## config.mk

```make
export PLATFORM = sky130hd
export DESIGN_NAME = aie_core
export DESIGN_NICKNAME = d
export VERILOG_FILES = /design/src/hdl/aie_pkg.sv /design/src/hdl/aie_adder.sv /design/src/hdl/aie_core.sv
export SDC_FILE = /design/constraint.sdc
export NUM_CORES = 1
export LEC_CHECK = 0
export BUFFER_PORTS_ARGS = -buffer_cell sky130_fd_sc_hd__buf_2
export CAP_MARGIN = 20
export CORE_UTILIZATION = 57
export DETAILED_ROUTE_END_ITERATION = 12
export GPL_ROUTABILITY_DRIVEN = 0
export GPL_TIMING_DRIVEN = 0
export HOLD_SLACK_MARGIN = 0.12
export PLACE_DENSITY = 0.9
export SKIP_CTS_REPAIR_TIMING = 1
export SYNTH_ARGS = -nofsm -noshare
export SYNTH_HDL_FRONTEND = slang
export SYNTH_SLANG_ARGS = --single-unit
```

## constraint.sdc

```tcl
create_clock -name I_CLK_SYS -period 7.6 [get_ports I_CLK_SYS]
set_input_delay 0.38 -clock I_CLK_SYS [delete_from_list [all_inputs] [get_ports I_CLK_SYS]]
set_output_delay 0.38 -clock I_CLK_SYS [all_outputs]
set_load 0.02 [all_outputs]
```

## src/hdl/aie_pkg.sv

```systemverilog
// constants and types for the add/and instruction execute block
package aie_pkg;

	localparam int INSTR_W = 16;
	localparam int DATA_W = 8;
	localparam int ADDR_W = 12;
	localparam int BANK_W = 4;

	// opcode fields, upper instruction bits
	localparam logic [7:0] OPC_ADD_LIT = 8'h0f;
	localparam logic [7:0] OPC_AND_LIT = 8'h0b;
	localparam logic [5:0] OPC_ADD_FILE = 6'h09;
	localparam logic [5:0] OPC_ADD_FILE_C = 6'h08;

	// field positions
	localparam int DEST_BIT = 9;
	localparam int BANK_BIT = 8;
	localparam int LIT_LSB = 0;

	// address resolution
	localparam logic [7:0] INDEXED_MAX = 8'h5f;
	localparam logic [7:0] ACCESS_SPLIT = 8'h60;
	localparam logic [3:0] ACCESS_LOW_PAGE = 4'h0;
	localparam logic [3:0] ACCESS_HIGH_PAGE = 4'hf;

	// reset values
	localparam logic [7:0] ACC_RST = 8'h00;
	localparam logic [11:0] ADDR_RST = 12'h000;
	localparam logic [7:0] DATA_RST = 8'h00;

	typedef enum logic [2:0] {
		OP_NONE,
		OP_ADD_LIT,
		OP_AND_LIT,
		OP_ADD_FILE,
		OP_ADD_FILE_C
	} aie_op_t;

	typedef enum logic [1:0] {
		PH_Q1,
		PH_Q2,
		PH_Q3,
		PH_Q4
	} aie_phase_t;

	typedef struct packed {
		logic n;
		logic signed_overflow_flag;
		logic z;
		logic nibble_carry_flag;
		logic c;
	} aie_flags_t;

	localparam aie_flags_t FLAGS_RST = 5'h00;

	typedef struct packed {
		aie_op_t op;
		logic dest_file;
		logic [7:0] field;
	} aie_dec_t;

	localparam aie_dec_t DEC_RST = '{op: OP_NONE, dest_file: 1'b0, field: 8'h00};

endpackage
```

## src/hdl/aie_adder.sv

```systemverilog
// eight-bit adder with carry, nibble carry and signed overflow
`timescale 1ns/1ps
module aie_adder #(
	parameter int W = 8
) (
	input wire logic [W-1:0] i_a,
	input wire logic [W-1:0] i_b,
	input wire logic i_cin,
	output logic [W-1:0] o_sum,
	output logic o_cout,
	output logic o_nib_carry,
	output logic o_ovf
);
	logic [W:0] full;
	logic [4:0] low;

	always_comb
	begin
		full = {1'b0, i_a} + {1'b0, i_b} + {{W{1'b0}}, i_cin};
		low = {1'b0, i_a[3:0]} + {1'b0, i_b[3:0]} + {4'h0, i_cin};
		o_sum = full[W-1:0];
		o_cout = full[W];
		o_nib_carry = low[4];
		// overflow when both operands share a sign the sum does not
		o_ovf = (i_a[W-1] == i_b[W-1]) && (full[W-1] != i_a[W-1]);
	end
endmodule

```

## src/hdl/aie_core.sv

```systemverilog
// execute stage for add-literal, and-literal, add-to-file and add-with-carry
// Contract
// - add-accumulator-to-file (0010 01da ffff ffff) sums accumulator and the addressed byte.
// - with destination bit 0 the result goes to the accumulator and memory is untouched.
// - with destination bit 1 the result is written back to the addressed byte instead.
// - with bank bit 0 the file address resolves in the fixed access bank.
// - with bank bit 1 the bank select register chooses the register bank.
// - with bank bit 0 and extended set on, addresses up to 95 use indexed literal offset.
// - add-with-carry (0010 00da) sums accumulator, addressed byte and carry to the destination.
// - add instructions update negative, overflow, carry, nibble carry and zero from the result.
// - and-literal (0000 1011 kkkk kkkk) ands the accumulator with the literal into it.
// - and-literal updates only negative and zero.
// - add-with-carry with destination bit 1 places the result in the addressed byte.
// - add-literal (0000 1111 kkkk kkkk) adds the literal into the accumulator.
`timescale 1ns/1ps
module aie_core (
	input wire logic I_CLK_SYS,
	input wire logic I_RESET,
	input wire logic I_INSTR_VALID,
	input wire logic [aie_pkg::INSTR_W-1:0] I_INSTR,
	input wire logic I_EXT_SET_EN,
	input wire logic [aie_pkg::BANK_W-1:0] I_BANK_SELECT_REGISTER,
	input wire logic [aie_pkg::ADDR_W-1:0] I_INDEX_BASE,
	input wire logic [aie_pkg::DATA_W-1:0] I_MEM_RDATA,
	output logic [1:0] O_PHASE,
	output logic O_INSTR_ACCEPT,
	output logic [aie_pkg::ADDR_W-1:0] O_MEM_ADDR,
	output logic O_MEM_RD,
	output logic O_MEM_WR,
	output logic [aie_pkg::DATA_W-1:0] O_MEM_WDATA,
	output logic [aie_pkg::DATA_W-1:0] O_ACCUMULATOR,
	output aie_pkg::aie_flags_t O_STATUS,
	output logic O_DONE
);
	import aie_pkg::*;

	aie_phase_t ph_q, ph_d;
	aie_dec_t dec_q, dec_d;
	aie_dec_t dec_now;
	logic accept_q, accept_d;
	logic [ADDR_W-1:0] addr_q, addr_d;
	logic [ADDR_W-1:0] addr_now;
	logic rd_q, rd_d;
	logic wr_q, wr_d;
	logic [DATA_W-1:0] wdata_q, wdata_d;
	logic [DATA_W-1:0] opnd_q, opnd_d;
	logic [DATA_W-1:0] acc_q, acc_d;
	aie_flags_t sts_q, sts_d;
	logic done_q, done_d;
	logic [DATA_W-1:0] sum;
	logic cout, nib, ovf, cin;
	logic [DATA_W-1:0] result;
	logic file_op;
	logic [7:0] f;

	aie_adder #(
		.W(DATA_W)
	) u_adder (
		.i_a(acc_q),
		.i_b(opnd_q),
		.i_cin(cin),
		.o_sum(sum),
		.o_cout(cout),
		.o_nib_carry(nib),
		.o_ovf(ovf)
	);

	// decode and address resolution of the word on I_INSTR
	always_comb
	begin
		dec_now = DEC_RST;
		f = I_INSTR[LIT_LSB +: 8];
		dec_now.field = f;
		dec_now.dest_file = I_INSTR[DEST_BIT];
		if (I_INSTR[15:8] == OPC_ADD_LIT)
		begin
			dec_now.op = OP_ADD_LIT;
		end
		else if (I_INSTR[15:8] == OPC_AND_LIT)
		begin
			dec_now.op = OP_AND_LIT;
		end
		else if (I_INSTR[15:10] == OPC_ADD_FILE)
		begin
			dec_now.op = OP_ADD_FILE;
		end
		else if (I_INSTR[15:10] == OPC_ADD_FILE_C)
		begin
			dec_now.op = OP_ADD_FILE_C;
		end
		if (I_INSTR[BANK_BIT])
		begin
			addr_now = {I_BANK_SELECT_REGISTER, f};
		end
		else if (I_EXT_SET_EN && f <= INDEXED_MAX)
		begin
			addr_now = I_INDEX_BASE + {4'h0, f};
		end
		else if (f < ACCESS_SPLIT)
		begin
			addr_now = {ACCESS_LOW_PAGE, f};
		end
		else
		begin
			addr_now = {ACCESS_HIGH_PAGE, f};
		end
	end

	always_comb
	begin
		file_op = (dec_q.op == OP_ADD_FILE) || (dec_q.op == OP_ADD_FILE_C);
		cin = (dec_q.op == OP_ADD_FILE_C) ? sts_q.c : 1'b0;
		result = (dec_q.op == OP_AND_LIT) ? (acc_q & opnd_q) : sum;
		ph_d = ph_q;
		dec_d = dec_q;
		accept_d = 1'b0;
		addr_d = addr_q;
		rd_d = 1'b0;
		wr_d = 1'b0;
		wdata_d = wdata_q;
		opnd_d = opnd_q;
		acc_d = acc_q;
		sts_d = sts_q;
		done_d = 1'b0;
		unique case (ph_q)
			PH_Q1:
			begin
				// decode; an instruction is only taken here
				ph_d = PH_Q2;
				dec_d = DEC_RST;
				if (I_INSTR_VALID)
				begin
					dec_d = dec_now;
					accept_d = 1'b1;
					addr_d = addr_now;
					rd_d = (dec_now.op == OP_ADD_FILE) || (dec_now.op == OP_ADD_FILE_C);
				end
			end
			PH_Q2:
			begin
				// read operand: memory byte or the literal field
				ph_d = PH_Q3;
				opnd_d = file_op ? I_MEM_RDATA : dec_q.field;
			end
			PH_Q3:
			begin
				// compute and register the destination for the write phase
				ph_d = PH_Q4;
				done_d = dec_q.op != OP_NONE;
				if (dec_q.op != OP_NONE)
				begin
					sts_d.n = result[DATA_W-1];
					sts_d.z = result == DATA_RST;
				end
				if (dec_q.op != OP_NONE && dec_q.op != OP_AND_LIT)
				begin
					sts_d.c = cout;
					sts_d.nibble_carry_flag = nib;
					sts_d.signed_overflow_flag = ovf;
				end
				if (file_op && dec_q.dest_file)
				begin
					wr_d = 1'b1;
					wdata_d = result;
				end
				else if (dec_q.op != OP_NONE)
				begin
					acc_d = result;
				end
			end
			PH_Q4:
			begin
				ph_d = PH_Q1;
			end
		endcase
	end

	always_ff @(posedge I_CLK_SYS)
	begin
		if (I_RESET)
		begin
			ph_q <= PH_Q1;
			dec_q <= DEC_RST;
			accept_q <= 1'b0;
			addr_q <= ADDR_RST;
			rd_q <= 1'b0;
			wr_q <= 1'b0;
			wdata_q <= DATA_RST;
			opnd_q <= DATA_RST;
			acc_q <= ACC_RST;
			sts_q <= FLAGS_RST;
			done_q <= 1'b0;
		end
		else
		begin
			ph_q <= ph_d;
			dec_q <= dec_d;
			accept_q <= accept_d;
			addr_q <= addr_d;
			rd_q <= rd_d;
			wr_q <= wr_d;
			wdata_q <= wdata_d;
			opnd_q <= opnd_d;
			acc_q <= acc_d;
			sts_q <= sts_d;
			done_q <= done_d;
		end
	end

	always_comb
	begin
		O_PHASE = ph_q;
		O_INSTR_ACCEPT = accept_q;
		O_MEM_ADDR = addr_q;
		O_MEM_RD = rd_q;
		O_MEM_WR = wr_q;
		O_MEM_WDATA = wdata_q;
		O_ACCUMULATOR = acc_q;
		O_STATUS = sts_q;
		O_DONE = done_q;
	end

	logic in_q1;
	assign in_q1 = ph_q == PH_Q1;
endmodule

```

==> results of run 1 <==
## logic make-up (layout without fill, tap and decap cells)
family	count (synthesis)	in the layout
AND/OR/NAND/NOR	131	131
buffers and inverters	36	133
XOR/XNOR	8	8
flip-flops	59	59
adder cells (fa/ha/maj)	23	23
AO/OA/AOI/OAI	117	117
multiplexers	13	13
## Yosys cell counts, drive strengths merged, types with 2 or more instances
master	instances	area, um2
o21ai	25	125
o211ai	4	35.0
nor3b	5	42.5
xnor2	7	61.3
nand2	28	105
nor3	10	50.1
o31a	3	26.3
nand3	13	65.1
dfxtp	59	1180
mux2i	13	130
ha	20	250
o21a	6	45.0
and3	3	18.8
nor2b	3	18.8
buf	7	41.3
inv	13	48.8
a22oi	3	22.5
or3b	2	20.0
a21o	4	31.3
a21oi	19	98.9
a211oi	33	253
nor2	49	184
clkbuf	16	60.1
and2	5	31.3
a311oi	3	32.5
nand2b	4	25.0
a32o	2	20.0
a31oi	3	18.8
fa	3	60.1
## per-layer routing
| metal | global-route usage, % | vias up |
|---|---|---|
| met5 | 0 | - |
| met4 | 16.5 | 0 |
| met3 | 5.06 | 24 |
| met2 | 50.4 | 158 |
| met1 | 37.5 | 1529 |
| li1 | - | 1593 |
## worst min path at each step
| stage | to | start |
|---|---|---|
| 2_1_floorplan | dec_q[1] | dec_q[1] |
| 3_3_place_gp | dec_q[1] | dec_q[1] |
| 3_5_place_dp | dec_q[6] | dec_q[6] |
| 4_1_cts | O_MEM_ADDR[0] | I_INSTR[0] |
| 5_1_grt | dec_q[9] | I_INSTR[10] |
| 6_report | dec_q[9] | I_INSTR[10] |
## cell type report
type / instances / area share (%)
Buffer: 23 / 2.56
Clock inverter: 4 / 0.632
Inverter: 13 / 1.23
Timing Repair Buffer: 81 / 10.2
Sequential cell: 59 / 29.8
Tap cell: 72 / 2.27
Clock buffer: 12 / 3.92
Multi-Input combinational cell: 292 / 49.4
## tightest hold or removal path: stages
cell     delay, ns
buf_2         0.09
a32oi_1       0.08
nor2_1        0.08
## power breakdown
| group | internal [uW] | leakage [uW] | switching (uW) | total, uW |
|---|---|---|---|---|
| registers | 344 | 0.000481 | 23.9 | 367 |
| clock network | 135 | 0.0000884 | 126 | 261 |
| logic | 100 | 0.00113 | 170 | 271 |
## cells in the final DEF (no fill, tap or decap), types with 2 or more instances in the layout
master       n
buf_2       84
dfxtp_1     59
nor2_1      49
a211oi_1    32
nand2_1     28
o21ai_0     21
ha_1        20
a21oi_1     18
clkbuf_1    17
inv_1       13
nand3_1     13
mux2i_1     13
clkbuf_8    11
nor3_1      10
xnor2_1      7
o21a_1       6
nand2b_1     4
nor3b_1      4
and2_1       4
o21ai_1      4
a22oi_1      3
a21o_1       3
o211ai_1     3
a31oi_1      3
o31a_1       3
nor2b_1      3
buf_4        3
and3_1       3
fa_1         3
a311oi_1     2
a32o_1       2
clkinv_2     2
clkinvlp_4   2
## state kept, by name (all words and copies together) (netlist names)
name	count
O_MEM_RD	1
O_STATUS	5
O_DONE	1
O_INSTR_ACCEPT	1
opnd_q	8
O_PHASE	2
O_MEM_ADDR	12
O_MEM_WR	1
O_ACCUMULATOR	8
O_MEM_WDATA	8
dec_q	12
## per-stage QoR
stage,total power (uW),util [%],std cells,area (um2),hold WS [ns]
4_1_cts,894,71.5,556,3960,0.323
3_3_place_gp,625,68.3,540,3780,0.449
5_1_grt,943,71.5,556,3960,0.344
2_1_floorplan,553,-,387,3290,0.431
6_report,899,71.5,556,3960,0.327
3_5_place_dp,636,68.3,540,3780,0.461
==> results.py, run 1 <==
metrics = {
    "flow_run": {
        "drv_cap": 0,
    },
    "min_path": {
        "min_path_type": "input port to flop",
        "hold_depth": 3,
    },
    "routing": {
        "met3_wirelength_um": 583,
        "ant_nets": 0,
        "viasPerCell": 5.94,
        "highest_layer": "met4",
        "drt-wirelength-per-cell_um": 15.9,
        "met1Wirelength_mm": 3.81,
        "drtIter0Drc": 260,
        "drt_first_pass_iters": 5,
        "vias": 3304,
        "wirelength_mm": 8.85,
        "drc_errors": 0,
        "wl_met2_mm": 4.23,
    },
    "cts": {
        "clock_path_buffers": 2,
        "clock_sinks": 59,
        "cts_tree": "done",
        "clk_latency_ns": 0.33,
        "cts_made_buffers": 9,
        "cts.clk_slew.worst_paths_ns": 0.07,
        "root_buffer": "clkbuf_8",
        "h-tree-depth": 3,
    },
    "critical_path": {
        "start_kind": "flop",
        "crit_path_max_fanout": 7,
        "crit_type": "flop to flop",
        "reg2reg_depth": 11,
        "startpoint": "dec_q[11]",
        "path_depth": 11,
        "end_kind": "flop",
        "r2r_end": "O_STATUS[2]",
        "crit_end": "O_STATUS[2]",
        "r2r_start": "dec_q[11]",
        "r2r_slack_ns": 4.55,
        "path_delay_family": "simple AND/OR/NAND/NOR gates",
        "crit_chain": "nand2b_1 > nor3b_1 > fa_1 > inv_1 > fa_1 > nor2b_1 > o31a_1 > nor2_1 > a22oi_1 > and4b_1 > a31o_1",
        "slowest_delay_ns": 0.45,
        "cp_data_arrival_time_ns": 3.33,
        "path_buf_inv": 1,
        "worst_path_most_repeated_cell": "fa_1",
        "crit_slowest_cell": "dfxtp_1",
        "cp.required_ns": 7.88,
    },
    "sta": {
        "fin_setup_tns_ns": 0,
        "worst_pin_slew_ns": 0.693,
        "setup_viol": 0,
        "maxSlewViolCount": 0,
        "fmax_mhz": 328,
        "clock-skew-final_ns": 0.00757,
        "max_slew_margin_pct": 53.6,
        "fin_crit_sh_pct": 40.2,
        "fin_ws_ns": 4.55,
        "rsz0062_at_grt": "false",
        "period_minus_slack_ns": 3.05,
        "hold_viol": 0,
    },
    "die": {
        "rows": 27,
        "die_height_um": 77.9,
        "io_pins": 83,
        "start_util_pct": 59.3,
        "fp.dieW_um": 77.9,
        "coreArea_um2": 5540,
        "fp.dieArea_um2": 6070,
    },
    "synth": {
        "synth-xor-area-share_pct": 2.13,
        "async_reset_ff_share_pct": 0,
        "synth-main-ff-cell": "dfxtp_1",
        "synth_edf_count": 0,
        "synth_seq_cells": 59,
        "synth_compound_area_share_pct": 24.8,
        "synth_cells": 387,
        "muxShareOfSynthArea_pct": 3.96,
        "synth.avg_cell_area_um2": 8.49,
        "yosys_warnings": 0,
        "synth_top_family_by_area": "compound AO/OA/AOI/OAI gates",
        "synth_area_um2": 3290,
        "synthSimpleGateAreaFrac_pct": 19.2,
        "synth_nets": 454,
        "synth.distinct_cells": 62,
        "ys_seq_area_share_pct": 35.9,
        "synth-adder-area-share_pct": 9.44,
    },
    "place": {
        "hpwl_mm": 6.76,
        "place_ws_ns": 4.67,
        "port_buffers": 81,
    },
    "power_and_ir_drop": {
        "p_leak_uw": 0.00170,
        "vdd_ir_drop_max_uv": 140,
        "power_density_nw_per_um2": 227,
    },
    "layout": {
        "seq_area_um2": 1180,
        "syn_to_final_growth_pct": 20.6,
        "antennaDiodeCount": 0,
        "finalNetCount": 546,
        "drive_above_1_share_pct": 22.9,
        "fillers": 449,
        "multi_input_area_um2": 1960,
    },
    "global_routing": {
        "grtUsageTotal_pct": 30.4,
        "grt_pass1_vias": 3027,
        "antenna_found_initial": 0,
        "grt_overflow_total": 0,
        "grt_pass1_wl_mm": 14.3,
        "grt_max_degree": 11,
    },
    "status": {
        "status": "finished clean",
    },
}
No activity file was read; power rests on OpenSTA's default activity.
==> run 2: changes to the inputs <==
--- a/config.mk
+++ b/config.mk
@@ -7,12 +7,12 @@
 export LEC_CHECK = 0
 export BUFFER_PORTS_ARGS = -buffer_cell sky130_fd_sc_hd__buf_2
 export CAP_MARGIN = 20
-export CORE_UTILIZATION = 57
+export CORE_UTILIZATION = 48
 export DETAILED_ROUTE_END_ITERATION = 12
 export GPL_ROUTABILITY_DRIVEN = 0
 export GPL_TIMING_DRIVEN = 0
 export HOLD_SLACK_MARGIN = 0.12
-export PLACE_DENSITY = 0.9
+export PLACE_DENSITY = 0.81
 export SKIP_CTS_REPAIR_TIMING = 1
 export SYNTH_ARGS = -nofsm -noshare
 export SYNTH_HDL_FRONTEND = slang
==> constraint.sdc (replaced) <==
create_clock -name I_CLK_SYS -period 2.5 [get_ports I_CLK_SYS]
set_input_delay 0.125 -clock I_CLK_SYS [delete_from_list [all_inputs] [get_ports I_CLK_SYS]]
set_output_delay 0.125 -clock I_CLK_SYS [all_outputs]
set_load 0.02 [all_outputs]
==> run 2 against run 1 <==
  * The run now ends with negative setup slack left
  * Core utilization fell by 7.0 points
  * Critical path depth fell by 1
  * Sequential power rose to 3.0 times the previous value
  * Register-to-register slack got worse by 4.6 ns
  * Non-clock buffer count rose by 15
  * First-iteration DRC count fell by 59%
  * Clock skew fell by 0.0035 ns
==> results.py, run 2 (same netlist as run 1, synthesis figures left out) <==
metrics = {
    "cts": {
        "h-tree-depth": 3,
        "cts_made_buffers": 9,
        "clk_latency_ns": 0.34,
        "clock_sinks": 59,
        "root_buffer": "clkbuf_8",
        "cts_tree": "done",
        "cts.clk_slew.worst_paths_ns": 0.06,
        "clock_path_buffers": 2,
    },
    "sta": {
        "fin_setup_tns_ns": -0.0830,
        "clock-skew-final_ns": 0.00409,
        "fin_crit_sh_pct": 102,
        "max_slew_margin_pct": 47.7,
        "maxSlewViolCount": 0,
        "fmax_mhz": 391,
        "hold_viol": 0,
        "setup_viol": 4,
        "worst_pin_slew_ns": 0.781,
        "period_minus_slack_ns": 2.55,
        "rsz0062_at_grt": "true",
        "fin_ws_ns": -0.0549,
    },
    "global_routing": {
        "grt_max_degree": 11,
        "grtUsageTotal_pct": 23.6,
        "grt_pass1_wl_mm": 13.2,
        "grt_pass1_vias": 2891,
        "grt_overflow_total": 0,
        "antenna_found_initial": 0,
    },
    "layout": {
        "most-common-layout-cells": "buf_2 (83), dfxtp_1 (57), nor2_1 (49)",
        "antennaDiodeCount": 0,
        "syn_to_final_growth_pct": 27.5,
        "mostFrequentLayoutCell": "buf_2",
        "finalNetCount": 561,
        "drive_above_1_share_pct": 26.1,
        "fillers": 535,
    },
    "die": {
        "fp.dieArea_um2": 7180,
        "rows": 29,
        "coreArea_um2": 6490,
        "die_height_um": 84.8,
        "io_pins": 83,
        "start_util_pct": 50.6,
        "fp.dieW_um": 84.8,
    },
    "routing": {
        "drt_first_pass_iters": 6,
        "ant_nets": 0,
        "drc_errors": 0,
        "vias": 3293,
        "wirelength_mm": 8.63,
        "drt-wirelength-per-cell_um": 15.0,
        "drtIter0Drc": 106,
        "viasPerCell": 5.72,
    },
    "critical_path": {
        "r2r_start": "dec_q[10]",
        "path_buf_inv": 1,
        "r2r_end": "O_STATUS[2]",
        "crit_type": "flop to flop",
        "path_delay_family": "simple AND/OR/NAND/NOR gates",
        "cp_data_arrival_time_ns": 2.79,
        "crit_chain": "nand2b_4 > nor3b_4 > fa_2 > inv_1 > fa_2 > nor2b_1 > o21ai_0 > o21ai_0 > and4b_1 > a31o_1",
        "crit_slowest_cell": "fa_2",
        "slowest_delay_ns": 0.37,
        "startpoint": "dec_q[10]",
        "start_kind": "flop",
        "r2r_slack_ns": -0.05,
        "reg2reg_depth": 10,
        "crit_path_max_fanout": 6,
        "cp.required_ns": 2.73,
        "end_kind": "flop",
    },
    "status": {
        "violations": "negative setup slack",
        "status": "finished, violations left",
    },
    "min_path": {
        "hp-start": "I_INSTR[10]",
        "hold_depth": 3,
        "min_path_type": "input port to flop",
        "whs_endpoint": "dec_q[9]",
    },
    "place": {
        "hpwl_mm": 6.52,
        "port_buffers": 81,
    },
    "flow_run": {
        "drv_cap": 0,
    },
    "power_and_ir_drop": {
        "power_density_nw_per_um2": 664,
        "total_power_uw": 2780,
        "p_leak_uw": 0.00178,
        "vdd_ir_drop_max_uv": 351,
    },
}
-- run 2: layout make-up --
type,count,area [um2],share of cell area (%)
Multi-Input combinational cell,292,2020,48.2
Sequential cell,59,1190,28.4
Timing Repair Buffer,96,541,12.9
Clock buffer,15,186,4.45
Buffer,23,104,2.48
Tap cell,77,96.3,2.30
Inverter,13,48.8,1.16
Clock inverter,1,5.00,0.119
-- run 2: worst register-to-register path, stage by stage (launching register included) --
cell and delay [ns]:
dfxtp_4 0.36, nand2b_4 0.15, nor3b_4 0.25, fa_2 0.27, inv_1 0.06, fa_2 0.37, nor2b_1 0.15, o21ai_0 0.18
o21ai_0 0.20, and4b_1 0.24, a31o_1 0.21
-- run 2: how the worst max path moves through the flow --
stage                   to  slack (ns)  cells after the start
2_1_floorplan  O_STATUS[2]        0.10                     11
3_3_place_gp   O_STATUS[2]       -0.38                     11
3_5_place_dp   O_STATUS[2]       -0.49                     11
4_1_cts        O_STATUS[2]       -0.55                     11
5_1_grt        O_STATUS[2]       -0.16                     11
6_report       O_STATUS[2]       -0.05                     10
-- run 2: power breakdown --
part	total (uW)	internal, uW	switching [uW]
Clock	834	468	367
Combinational	842	336	506
Sequential	1110	1040	65.0
-- run 2: metal layers --
layer  share of wire (%)  track usage (%)  up-vias
li1                    -                -     1622
met1                  42             28.2     1537
met2                  51             40.6      121
met3                 5.5             6.10       13
met4                 1.7             9.09        0
met5                   0                0        -
-- run 2: metrics by stage --
| stage | utilization, % | hold WS, ns | setup WS (ns) | area [um2] | std cells |
|---|---|---|---|---|---|
| final | 64.5 | 0.0934 | -0.0549 | 4190 | 576 |
| after global routing | 64.5 | 0.122 | -0.158 | 4190 | 576 |
| after CTS | 61.3 | 0.0664 | -0.545 | 3980 | 561 |
| after detailed placement | 58.3 | 0.431 | -0.492 | 3790 | 545 |
| after global placement | 58.3 | 0.412 | -0.375 | 3790 | 545 |
| after floorplan | - | 0.266 | 0.104 | 3290 | 387 |
